--- src/verilog/rcp_defs.vh ---
// Constants for the reconfigurable pin selector.
`ifndef RCP_DEFS_VH
`define RCP_DEFS_VH
`define RCP_ADDR_W 16
`define RCP_PIN_FUNC_SEL_ADDR 16'hefc0
`define RCP_DIR_ADDR0 16'hefc4
`define RCP_DIR_ADDR1 16'hefc5
`define RCP_DIR_ADDR2 16'hefc6
`define RCP_DIR_ADDR3 16'hefc7
`define RCP_IN_ADDR0 16'hefc8
`define RCP_IN_ADDR1 16'hefc9
`define RCP_IN_ADDR2 16'hefca
`define RCP_IN_ADDR3 16'hefcb
`define RCP_OUT_ADDR0 16'hefcc
`define RCP_OUT_ADDR1 16'hefcd
`define RCP_OUT_ADDR2 16'hefce
`define RCP_OUT_ADDR3 16'hefcf
`define RCP_SEL_RESET 8'h00
`define RCP_DIR_RESET 32'h00000000
`define RCP_OUT_RESET 32'h00000000
`define RCP_PIN_MASK 32'hff7fff3f
`define RCP_BIT_CARD 7
`define RCP_BIT_DISPLAY 6
`define RCP_BIT_PRINTER 5
`define RCP_BIT_SERIAL 4
`endif

--- src/verilog/rcp_pin_select.v ---
// Reconfigurable pin selector with its I/O space registers.
// What this block does
// - Up to 29 pins switch between peripheral and general purpose: in groups, or singly for the chip selects.
// - Function select register at EFC0h, direction register at EFC4h to EFC7h.
// - System reset returns every pin to its peripheral function.
// - Bit 7 set turns the card interface pins into general bits 31-24.
// - Bit 6 set turns the display pins into general bits 22-16.
// - Bit 5 set turns the printer data pins into general bits 15-8.
// - Bit 4 set turns serial receive and clock input into general bits 5, 4.
// - Bits 3 to 0 each turn one chip select into general bits 3 to 0.
// - A released pin drives its output latch when its direction bit is one.
// - Direction bits clear to zero on reset, so released pins start as inputs.
// - With the group bit clear, direction bits have no effect on the pins.
// - The input register reads every pin level whatever its function.
`timescale 1ns/1ps
`include "rcp_defs.vh"
module rcp_pin_select (
	// Clock and reset.
	input wire ref_clk,
	input wire reset,
	// I/O space byte access.
	input wire [15:0] io_addr,
	input wire io_wr,
	input wire io_rd,
	input wire [7:0] io_wdata,
	output reg [7:0] io_rdata_r,
	// Peripheral drivers, one bit per general purpose bit position.
	input wire [31:0] per_out,
	input wire [31:0] per_oe,
	// Pins.
	input wire [31:0] pin_level,
	output wire [31:0] pin_data,
	output wire [31:0] pin_oe,
	// Peripheral view of the pin levels.
	output reg [31:0] per_level_r
);

	// ************************************************************
	// Declarations
	// ************************************************************

	reg [7:0] pin_function_select_r;
	reg [31:0] pin_direction_r;
	reg [31:0] out_latch_r;
	reg [7:0] rdata_nxt;
	wire sel_hit;
	wire [3:0] dir_hit;
	wire [3:0] in_hit;
	wire [3:0] out_hit;
	wire [31:0] gp_sel;
	wire [31:0] pin_data_cell;
	wire [31:0] pin_oe_cell;

	// ************************************************************
	// Address match
	// ************************************************************

	assign sel_hit = io_addr == `RCP_PIN_FUNC_SEL_ADDR;
	assign dir_hit[0] = io_addr == `RCP_DIR_ADDR0;
	assign dir_hit[1] = io_addr == `RCP_DIR_ADDR1;
	assign dir_hit[2] = io_addr == `RCP_DIR_ADDR2;
	assign dir_hit[3] = io_addr == `RCP_DIR_ADDR3;
	assign in_hit[0] = io_addr == `RCP_IN_ADDR0;
	assign in_hit[1] = io_addr == `RCP_IN_ADDR1;
	assign in_hit[2] = io_addr == `RCP_IN_ADDR2;
	assign in_hit[3] = io_addr == `RCP_IN_ADDR3;
	assign out_hit[0] = io_addr == `RCP_OUT_ADDR0;
	assign out_hit[1] = io_addr == `RCP_OUT_ADDR1;
	assign out_hit[2] = io_addr == `RCP_OUT_ADDR2;
	assign out_hit[3] = io_addr == `RCP_OUT_ADDR3;

	// ************************************************************
	// Function select register
	// ************************************************************

	always @(posedge ref_clk) begin
		if (reset) begin
			pin_function_select_r <= `RCP_SEL_RESET;
		end else if (io_wr && sel_hit) begin
			pin_function_select_r <= io_wdata;
		end
	end

	// ************************************************************
	// Direction register
	// ************************************************************

	always @(posedge ref_clk) begin
		if (reset) begin
			pin_direction_r <= `RCP_DIR_RESET;
		end else if (io_wr) begin
			if (dir_hit[0]) begin
				pin_direction_r[7:0] <= io_wdata;
			end else if (dir_hit[1]) begin
				pin_direction_r[15:8] <= io_wdata;
			end else if (dir_hit[2]) begin
				pin_direction_r[23:16] <= io_wdata;
			end else if (dir_hit[3]) begin
				pin_direction_r[31:24] <= io_wdata;
			end
		end
	end

	// ************************************************************
	// Output latch
	// ************************************************************

	always @(posedge ref_clk) begin
		if (reset) begin
			out_latch_r <= `RCP_OUT_RESET;
		end else if (io_wr) begin
			if (out_hit[0]) begin
				out_latch_r[7:0] <= io_wdata;
			end else if (out_hit[1]) begin
				out_latch_r[15:8] <= io_wdata;
			end else if (out_hit[2]) begin
				out_latch_r[23:16] <= io_wdata;
			end else if (out_hit[3]) begin
				out_latch_r[31:24] <= io_wdata;
			end
		end
	end

	// ************************************************************
	// Read decode
	// ************************************************************

	always @* begin
		rdata_nxt = 8'h00;
		if (sel_hit) begin
			rdata_nxt = pin_function_select_r;
		end else if (dir_hit[0]) begin
			rdata_nxt = pin_direction_r[7:0];
		end else if (dir_hit[1]) begin
			rdata_nxt = pin_direction_r[15:8];
		end else if (dir_hit[2]) begin
			rdata_nxt = pin_direction_r[23:16];
		end else if (dir_hit[3]) begin
			rdata_nxt = pin_direction_r[31:24];
		end else if (in_hit[0]) begin
			rdata_nxt = pin_level[7:0];
		end else if (in_hit[1]) begin
			rdata_nxt = pin_level[15:8];
		end else if (in_hit[2]) begin
			rdata_nxt = pin_level[23:16];
		end else if (in_hit[3]) begin
			rdata_nxt = pin_level[31:24];
		end else if (out_hit[0]) begin
			rdata_nxt = out_latch_r[7:0];
		end else if (out_hit[1]) begin
			rdata_nxt = out_latch_r[15:8];
		end else if (out_hit[2]) begin
			rdata_nxt = out_latch_r[23:16];
		end else if (out_hit[3]) begin
			rdata_nxt = out_latch_r[31:24];
		end
	end

	// ************************************************************
	// Read data
	// ************************************************************

	always @(posedge ref_clk) begin
		if (reset) begin
			io_rdata_r <= 8'h00;
		end else if (io_rd) begin
			io_rdata_r <= rdata_nxt;
		end
	end

	// ************************************************************
	// Pin levels
	// ************************************************************

	always @(posedge ref_clk) begin
		if (reset) begin
			per_level_r <= 32'h00000000;
		end else begin
			per_level_r <= pin_level;
		end
	end

	// ************************************************************
	// Group selects
	// ************************************************************

	assign gp_sel[31:24] = {8{pin_function_select_r[`RCP_BIT_CARD]}};
	assign gp_sel[23] = 1'b0;
	assign gp_sel[22:16] = {7{pin_function_select_r[`RCP_BIT_DISPLAY]}};
	assign gp_sel[15:8] = {8{pin_function_select_r[`RCP_BIT_PRINTER]}};
	assign gp_sel[7:6] = 2'b00;
	assign gp_sel[5:4] = {2{pin_function_select_r[`RCP_BIT_SERIAL]}};
	assign gp_sel[3:0] = pin_function_select_r[3:0];

	// ************************************************************
	// Pin cells
	// ************************************************************

	genvar i;
	generate
		for (i = 0; i < 32; i = i + 1) begin : g_pin
			rcp_pin_cell u_cell (
				.ref_clk(ref_clk),
				.reset(reset),
				.gp_sel(gp_sel[i]),
				.gp_dir(pin_direction_r[i]),
				.gp_out(out_latch_r[i]),
				.per_oe(per_oe[i]),
				.per_out(per_out[i]),
				.pin_data_r(pin_data_cell[i]),
				.pin_oe_r(pin_oe_cell[i])
			);
		end
	endgenerate

	// ************************************************************
	// Pin outputs
	// ************************************************************

	assign pin_data = pin_data_cell;
	assign pin_oe = pin_oe_cell;

endmodule // rcp_pin_select

--- src/verilog/rcp_pin_cell.v ---
// One pin multiplexer cell between peripheral and general purpose control.
`timescale 1ns/1ps
module rcp_pin_cell (
	// Clock and reset.
	input wire ref_clk,
	input wire reset,
	// Selection.
	input wire gp_sel,
	input wire gp_dir,
	input wire gp_out,
	// Peripheral side.
	input wire per_oe,
	input wire per_out,
	// Pin side.
	output reg pin_data_r,
	output reg pin_oe_r
);

	// ************************************************************
	// Pin multiplexer
	// ************************************************************

	always @(posedge ref_clk) begin
		if (reset) begin
			pin_data_r <= 1'b0;
			pin_oe_r <= 1'b0;
		end else if (gp_sel) begin
			pin_data_r <= gp_out;
			pin_oe_r <= gp_dir;
		end else begin
			pin_data_r <= per_out;
			pin_oe_r <= per_oe;
		end
	end

endmodule // rcp_pin_cell

--- config.mk ---
export PLATFORM = sky130hd
export DESIGN_NAME = rcp_pin_select
export DESIGN_NICKNAME = d
export VERILOG_FILES = /design/src/verilog/rcp_pin_select.v /design/src/verilog/rcp_pin_cell.v
export VERILOG_INCLUDE_DIRS = /design/src /design/src/verilog
export SDC_FILE = /design/constraint.sdc
export NUM_CORES = 1
export LEC_CHECK = 0
export ABC_CLOCK_PERIOD_IN_PS = 1500
export BUFFER_PORTS_ARGS = -buffer_cell sky130_fd_sc_hd__buf_2
export CORE_MARGIN = 3
export CORE_UTILIZATION = 45
export CTS_BUF_LIST = sky130_fd_sc_hd__clkbuf_16
export DETAILED_ROUTE_END_ITERATION = 8
export GPL_ROUTABILITY_DRIVEN = 0
export PLACE_DENSITY = 0.8
export SETUP_SLACK_MARGIN = 0.4
export SYNTH_ARGS = -nofsm -noshare
export SYNTH_HDL_FRONTEND = slang
export SYNTH_SLANG_ARGS = --single-unit
export TNS_END_PERCENT = 30
--- constraint.sdc ---
create_clock -name ref_clk -period 1.5 [get_ports ref_clk]
set_input_delay 0.075 -clock ref_clk [delete_from_list [all_inputs] [get_ports ref_clk]]
set_output_delay 0.075 -clock ref_clk [all_outputs]
set_load 0.02 [all_outputs]
After elaboration in Yosys (flattened, before gate mapping)

Cells that the tools add are included.

Eq/ne operators: 13
Mux-type cells: 71
Bitwise gates (word level): 6
Reduce and logical (&&, ||, !) cells: 9

Operators with widths:

| kind                                         | count |
|---|---|
| 16-bit equality test (second input constant) | 13 |
| 8-bit 2-to-1 mux                             | 13 |
| 1-bit 2-to-1 mux                             | 58 |
| 5-bit AND reduction                          | 2 |
| 4-bit AND reduction                          | 2 |
| 1-bit inverter                               | 6 |
| 3-bit AND reduction                          | 2 |
| 2-bit AND reduction                          | 2 |
| 1-bit logical AND                            | 1 |

Register bits after elaboration: 176
Input bits: 124

Logic depth before layout (Yosys ltp)

Depth in word-level cells: 14
Gate-level depth with buffers: 8

Cells and area by module

A second synthesis with hierarchy kept.

Cell total of the unflattened synthesis: 735
Area, all modules: 7185.6 sq um

By module, submodules not included:

| module         | times used | cells an instance | area an instance (sq um) | seq. area each (sq um) |
|---|---|---|---|---|
| rcp_pin_select | 1          | 543               | 5023.6                   | 2242.2 |
| rcp_pin_cell   | 32         | 6                 | 67.6                     | 40.0 |

Worst setup path after synthesis

OpenSTA, ideal clock, no wires.

Path kind: input to register
Start: input io_addr[4]
End: register io_rdata_r[3]
Data arrival time: 1498 ps
Data required time: 1385 ps
Slack: -112 ps
Cell stages on the path: 7
Buffers on the path: 2
Cells stage by stage: nand4bb_1 > buf_2 > or3_1 > clkbuf_1 > nor3_1 > a211oi_1 > o21a_1

Cells in the longest elaborated chain, start to end: 14

RTL lines:

| element                        | line                 | RTL |
|---|---|---|
| start: declaration             | rcp_pin_select.v:22  | `input wire [15:0] io_addr,` |
| 16-bit equality test (no line) | n/a                  |  |
| 8-bit 2-to-1 mux               | rcp_pin_select.v:154 | `end else if (out_hit[3]) begin` |
| 8-bit 2-to-1 mux               | rcp_pin_select.v:152 | `end else if (out_hit[2]) begin` |
| 8-bit 2-to-1 mux               | rcp_pin_select.v:150 | `end else if (out_hit[1]) begin` |
| 8-bit 2-to-1 mux               | rcp_pin_select.v:148 | `end else if (out_hit[0]) begin` |
| 8-bit 2-to-1 mux               | rcp_pin_select.v:146 | `end else if (in_hit[3]) begin` |
| 8-bit 2-to-1 mux               | rcp_pin_select.v:144 | `end else if (in_hit[2]) begin` |
| 8-bit 2-to-1 mux               | rcp_pin_select.v:142 | `end else if (in_hit[1]) begin` |
| 8-bit 2-to-1 mux               | rcp_pin_select.v:140 | `end else if (in_hit[0]) begin` |
| 8-bit 2-to-1 mux               | rcp_pin_select.v:138 | `end else if (dir_hit[3]) begin` |
| 8-bit 2-to-1 mux               | rcp_pin_select.v:136 | `end else if (dir_hit[2]) begin` |
| 8-bit 2-to-1 mux               | rcp_pin_select.v:134 | `end else if (dir_hit[1]) begin` |
| 8-bit 2-to-1 mux               | rcp_pin_select.v:132 | `end else if (dir_hit[0]) begin` |
| 8-bit 2-to-1 mux *             | rcp_pin_select.v:130 | `if (sel_hit) begin` |
| end signal: assignment         | rcp_pin_select.v:167 | `io_rdata_r <= rdata_nxt;` |
| end: declaration               | rcp_pin_select.v:26  | `output reg [7:0] io_rdata_r,` |

Mark *: on every way between the ends. The rest lies on a longest branch, timed or not.
A chain may end at the register's enable or synchronous reset.

Worst setup path after layout

Start: register out_latch_r[17]
End: register io_rdata_r[1]

Cells in the longest elaborated chain, start to end: 12

RTL lines:

| element                  | line                 | RTL |
|---|---|---|
| start: declaration       | rcp_pin_select.v:44  | `reg [31:0] out_latch_r;` |
| start signal: assignment | rcp_pin_select.v:110 | `` out_latch_r <= `RCP_OUT_RESET; `` |
| start signal: assignment | rcp_pin_select.v:117 | `out_latch_r[23:16] <= io_wdata;` |
| 8-bit 2-to-1 mux         | rcp_pin_select.v:152 |  |
| 8-bit 2-to-1 mux         | rcp_pin_select.v:150 |  |
| 8-bit 2-to-1 mux         | rcp_pin_select.v:148 |  |
| 8-bit 2-to-1 mux         | rcp_pin_select.v:146 |  |
| 8-bit 2-to-1 mux         | rcp_pin_select.v:144 |  |
| 8-bit 2-to-1 mux         | rcp_pin_select.v:142 |  |
| 8-bit 2-to-1 mux         | rcp_pin_select.v:140 |  |
| 8-bit 2-to-1 mux         | rcp_pin_select.v:138 |  |
| 8-bit 2-to-1 mux         | rcp_pin_select.v:136 |  |
| 8-bit 2-to-1 mux         | rcp_pin_select.v:134 |  |
| 8-bit 2-to-1 mux         | rcp_pin_select.v:132 |  |
| 8-bit 2-to-1 mux         | rcp_pin_select.v:130 |  |

Every way passes these cells.

==> impl_summary.log <==
INFO  metric std_cell_rows = 47
INFO  metric mappedNetlistArea = slightly below 8000 µm²
INFO  metric final_nets = ~1300
INFO  metric wl_per_cell = ~19 µm
INFO  metric worstHoldPathType = in -> reg
INFO  metric layout_common_cells = sky130_fd_sc_hd__buf_2, sky130_fd_sc_hd__dfxtp_1, sky130_fd_sc_hd__nand2_1, sky130_fd_sc_hd__dlygate4sd3_1, sky130_fd_sc_hd__nor2_1
INFO  metric sequential_fraction_of_the_synthesis_area = a little under half
INFO  metric power_per_cell_area = 960 nW/µm²
INFO  metric timing.final.crit_period = around 1.6 ns
INFO  metric synth-seq-cells = about 180
INFO  metric chipHeight = between 100 and 150 µm
INFO  metric unique_cell_type_count_in_the_yosys_netlist = 51
INFO  metric antenna_left = 0
INFO  metric cp.required = 1.80 ns
INFO  metric cts_inserted_buffers = 17
INFO  metric vdd_ir_drop_max = about 800 µV
INFO  metric regToRegEndpoint = io_rdata_r[1]$_SDFFE_PP0P_
INFO  metric setup_ws = -0.0540 ns
INFO  metric place.port_buffers = ~230
INFO  metric violations_in_the_final_reports = negative setup slack
INFO  metric endpoint_kind = register
INFO  metric cap_viol_max_count = 0
INFO  metric grt_usage = 26.4%
INFO  metric cp-endpoint = io_rdata_r[1]$_SDFFE_PP0P_
INFO  metric tns = -0.0583 ns
INFO  metric insertion_delay = between 0.4 and 0.5 ns
INFO  metric max_freq = 0.643 GHz
INFO  metric detailed_place_hpwl = 17.3 mm
INFO  metric drt_iter0_drc = between 700 and 800
INFO  metric rsz0062_at_grt = true
INFO  metric final_design_area_no_fill = 11300 µm²
INFO  metric drc_errors = 0
INFO  metric final_common_cell = sky130_fd_sc_hd__buf_2
INFO  metric worst_setup_hold_path_clk_slew = around 0.070 ns
INFO  metric kind_of_critical_path = reg -> reg
INFO  metric h_tree_level_count = 4
INFO  metric clk_root_buffer_cell = sky130_fd_sc_hd__clkbuf_16
INFO  metric route.detailed.vias_per_inst = approximately 5.4
INFO  metric via_count = 7700
INFO  metric dp_slack = -0.264 ns
INFO  metric average_footprint_of_a_synthesized_cell = 8.71 µm²
INFO  metric die-area = approximately 19000 µm²
INFO  metric regToRegSetupSlack = -0.05 ns
INFO  metric timing.critical_path.from_type = register
INFO  metric first_pass_iteration_count_of_the_detailed_router = 6
INFO  metric crit_start = out_latch_r[17]$_SDFFE_PP0P_
INFO  metric dpl-instance-area = 9020 µm²
INFO  metric synth_largest_area_cell = sky130_fd_sc_hd__dfxtp_1
INFO  metric synth.area.top_cells = sky130_fd_sc_hd__dfxtp_1, sky130_fd_sc_hd__mux2i_1, sky130_fd_sc_hd__nand2_1, sky130_fd_sc_hd__buf_4, sky130_fd_sc_hd__a21oi_1
INFO  metric setup_viol = 2
INFO  metric status = finished with violations
INFO  metric final_min_period_over_clock_period = 104%
INFO  metric first_pass_grt_wire_length = around 38 mm
INFO  metric leakage = 4.73 nW
INFO  metric timing.final.hold_violations = 0
INFO  metric worst-r2r-cell-count = 5
INFO  metric synth_edf_count = 0
INFO  metric worst_clock_skew = roughly 0.012 ns
INFO  metric syn-num-nets = between 1000 and 1500
INFO  metric postRouteWirelength = 26.7 mm
INFO  metric die_width = approximately 140 µm
INFO  metric critical_path_arrival = 1.85 ns
INFO  metric max-clock-path-buffers = 2
INFO  metric synthesis.instances = 889
INFO  metric core_area = about 17000 µm²
INFO  metric tritoncts_clock_tree = done
INFO  metric synth_top_area_share = a little under half
INFO  metric maxSlewHeadroom = about 62%
INFO  metric drv_slew = 0
INFO  metric first_global_vias = around 7400
INFO  metric synth_warnings = 0
INFO  metric worst_margin_pin_slew = 0.572 ns
INFO  metric yosys_most_used_dff = sky130_fd_sc_hd__dfxtp_1
INFO  metric asr_flop_ratio_synth = 0%
INFO  metric antennaDiodeCount = 0
INFO  metric start_util = between 40 and 50%
INFO  metric share_of_layout_cells_above_drive_strength_1 = 37.8%
INFO  metric grt_max_degree = 46
INFO  metric ioPinCount = around 230
INFO  metric globalRoute.totalOverflow = 0
INFO  metric rr_startpoint = out_latch_r[17]$_SDFFE_PP0P_
INFO  metric grt_antenna_before_repair = 0
INFO  metric area_added_between_synthesis_and_finish = 45.6%
INFO  metric path_max_fanout = 2
INFO  metric clock_sink_count = between 150 and 200
flip-flops by register name, summed over array words and instances, names as in the netlist:
name / count
g_pin.u_cell.pin_data_r: 32
g_pin.u_cell.pin_oe_r: 32
out_latch_r: 32
per_level_r: 32
pin_direction_r: 32
io_rdata_r: 8
pin_function_select_r: 8
cell usage after synthesis, types with 2 or more instances:
master                      number
sky130_fd_sc_hd__mux2_2          4
sky130_fd_sc_hd__a32o_1          4
sky130_fd_sc_hd__a32oi_1         3
sky130_fd_sc_hd__buf_1           4
sky130_fd_sc_hd__inv_1           9
sky130_fd_sc_hd__mux2i_1        81
sky130_fd_sc_hd__nor2_1         85
sky130_fd_sc_hd__buf_4          64
sky130_fd_sc_hd__nand2b_1       13
sky130_fd_sc_hd__buf_6           8
sky130_fd_sc_hd__a221o_1         5
sky130_fd_sc_hd__a22oi_1         7
sky130_fd_sc_hd__nor3_1          8
sky130_fd_sc_hd__buf_2          15
sky130_fd_sc_hd__o21ai_0        22
sky130_fd_sc_hd__clkbuf_1       37
sky130_fd_sc_hd__nand3_1         7
sky130_fd_sc_hd__dfxtp_1       176
sky130_fd_sc_hd__o22ai_1         4
sky130_fd_sc_hd__o2111ai_1       4
sky130_fd_sc_hd__and3_1         12
sky130_fd_sc_hd__a211oi_1       11
sky130_fd_sc_hd__nand2_1       145
sky130_fd_sc_hd__a21oi_1        78
sky130_fd_sc_hd__o21a_1          4
sky130_fd_sc_hd__a311oi_1        5
sky130_fd_sc_hd__nand4bb_1       2
sky130_fd_sc_hd__and2_1          2
sky130_fd_sc_hd__nor4_1          4
sky130_fd_sc_hd__nor3b_1         3
sky130_fd_sc_hd__or3_1           5
sky130_fd_sc_hd__nor2b_1        39
worst min path at each step:
| stage | from | endpoint | slack, ns | cells past startpoint |
|---|---|---|---|---|
| 2_1_floorplan | per_out[23] | g_pin[23].u_cell.pin_data_r$_SDFF_PP0_ | 0.20 | 1 |
| 3_3_place_gp | per_oe[6] | g_pin[6].u_cell.pin_oe_r$_SDFF_PP0_ | 0.28 | 2 |
| 3_5_place_dp | per_oe[23] | g_pin[23].u_cell.pin_oe_r$_SDFF_PP0_ | 0.29 | 2 |
| 4_1_cts | io_wdata[2] | pin_direction_r[18]$_SDFFE_PP0P_ | 0.001 | 3 |
| 5_1_grt | io_wdata[2] | pin_function_select_r[2]$_SDFFE_PP0P_ | 0.04 | 3 |
| 6_report | io_wdata[0] | pin_direction_r[0]$_SDFFE_PP0P_ | 0.03 | 3 |
per-stage QoR:
| stage | hold WS [ns] | util (%) | std cells | total power, W |
|---|---|---|---|---|
| after floorplan | 0.203 | - | 889 | 0.00564 |
| after global placement | 0.284 | 54.0 | 1287 | 0.00597 |
| after detailed placement | 0.294 | 54.0 | 1287 | 0.00599 |
| after CTS | 0.000985 | 64.9 | 1423 | 0.0108 |
| after global routing | 0.0351 | 67.5 | 1427 | 0.0111 |
| final | 0.0323 | 67.5 | 1427 | 0.0108 |
layer usage:
layer	vias up	GRT usage [%]	wire length [µm]
met5	-	0	0
met4	0	9.48	1040
met3	94	5.66	2260
met2	447	45.4	13100
met1	3600	32.6	10300
li1	3559	-	-
final cells by class:
type,count,area [µm²]
clock buffer,17,425
tap,220,275
inverter,9,33.8
fill,1211,5420
clock inverter,15,184
timing repair buffer,414,2980
sequential,176,3540
multi-input combinational,576,3840
power breakdown:
part	internal [W]	leakage [nW]	switching, W	total [W]
clock	0.00264	0.299	0.00198	0.00462
combinational	0.000620	2.98	0.000745	0.00136
sequential	0.00480	1.45	0.0000312	0.00483
timing repair:
| item | 4_1_cts | 5_1_grt |
|---|---|---|
| hold buffers | 98 | 0 |
| hold endpoints to repair | 98 | 0 |
| cloned | 1 | 0 |
| resized for setup | 42 | 114 |
| buffers inserted | 5 | 4 |
| endpoints found under the setup margin | 98 | 111 |
| pin swaps | 18 | 53 |
logic make-up (layout without fill, tap and decap cells):
kind of cell | after synthesis | in the layout | share of synthesized area, %
muxes | 85 | 85 | 11.0
AOI/OAI and AO/OA | 152 | 152 | 12.0
and+or+nand+nor | 339 | 339 | 20.7
buffers and inverters | 137 | 455 | 10.8
DFF | 176 | 176 | 45.5
critical path: stages (launching register included):
cell and delay (ns):
sky130_fd_sc_hd__dfxtp_1 0.31, sky130_fd_sc_hd__mux2_4 0.28, sky130_fd_sc_hd__a221o_1 0.32, sky130_fd_sc_hd__a211oi_2 0.24
sky130_fd_sc_hd__a211o_1 0.19, sky130_fd_sc_hd__a2111oi_4 0.08
Power figures use the tool's default switching activity.
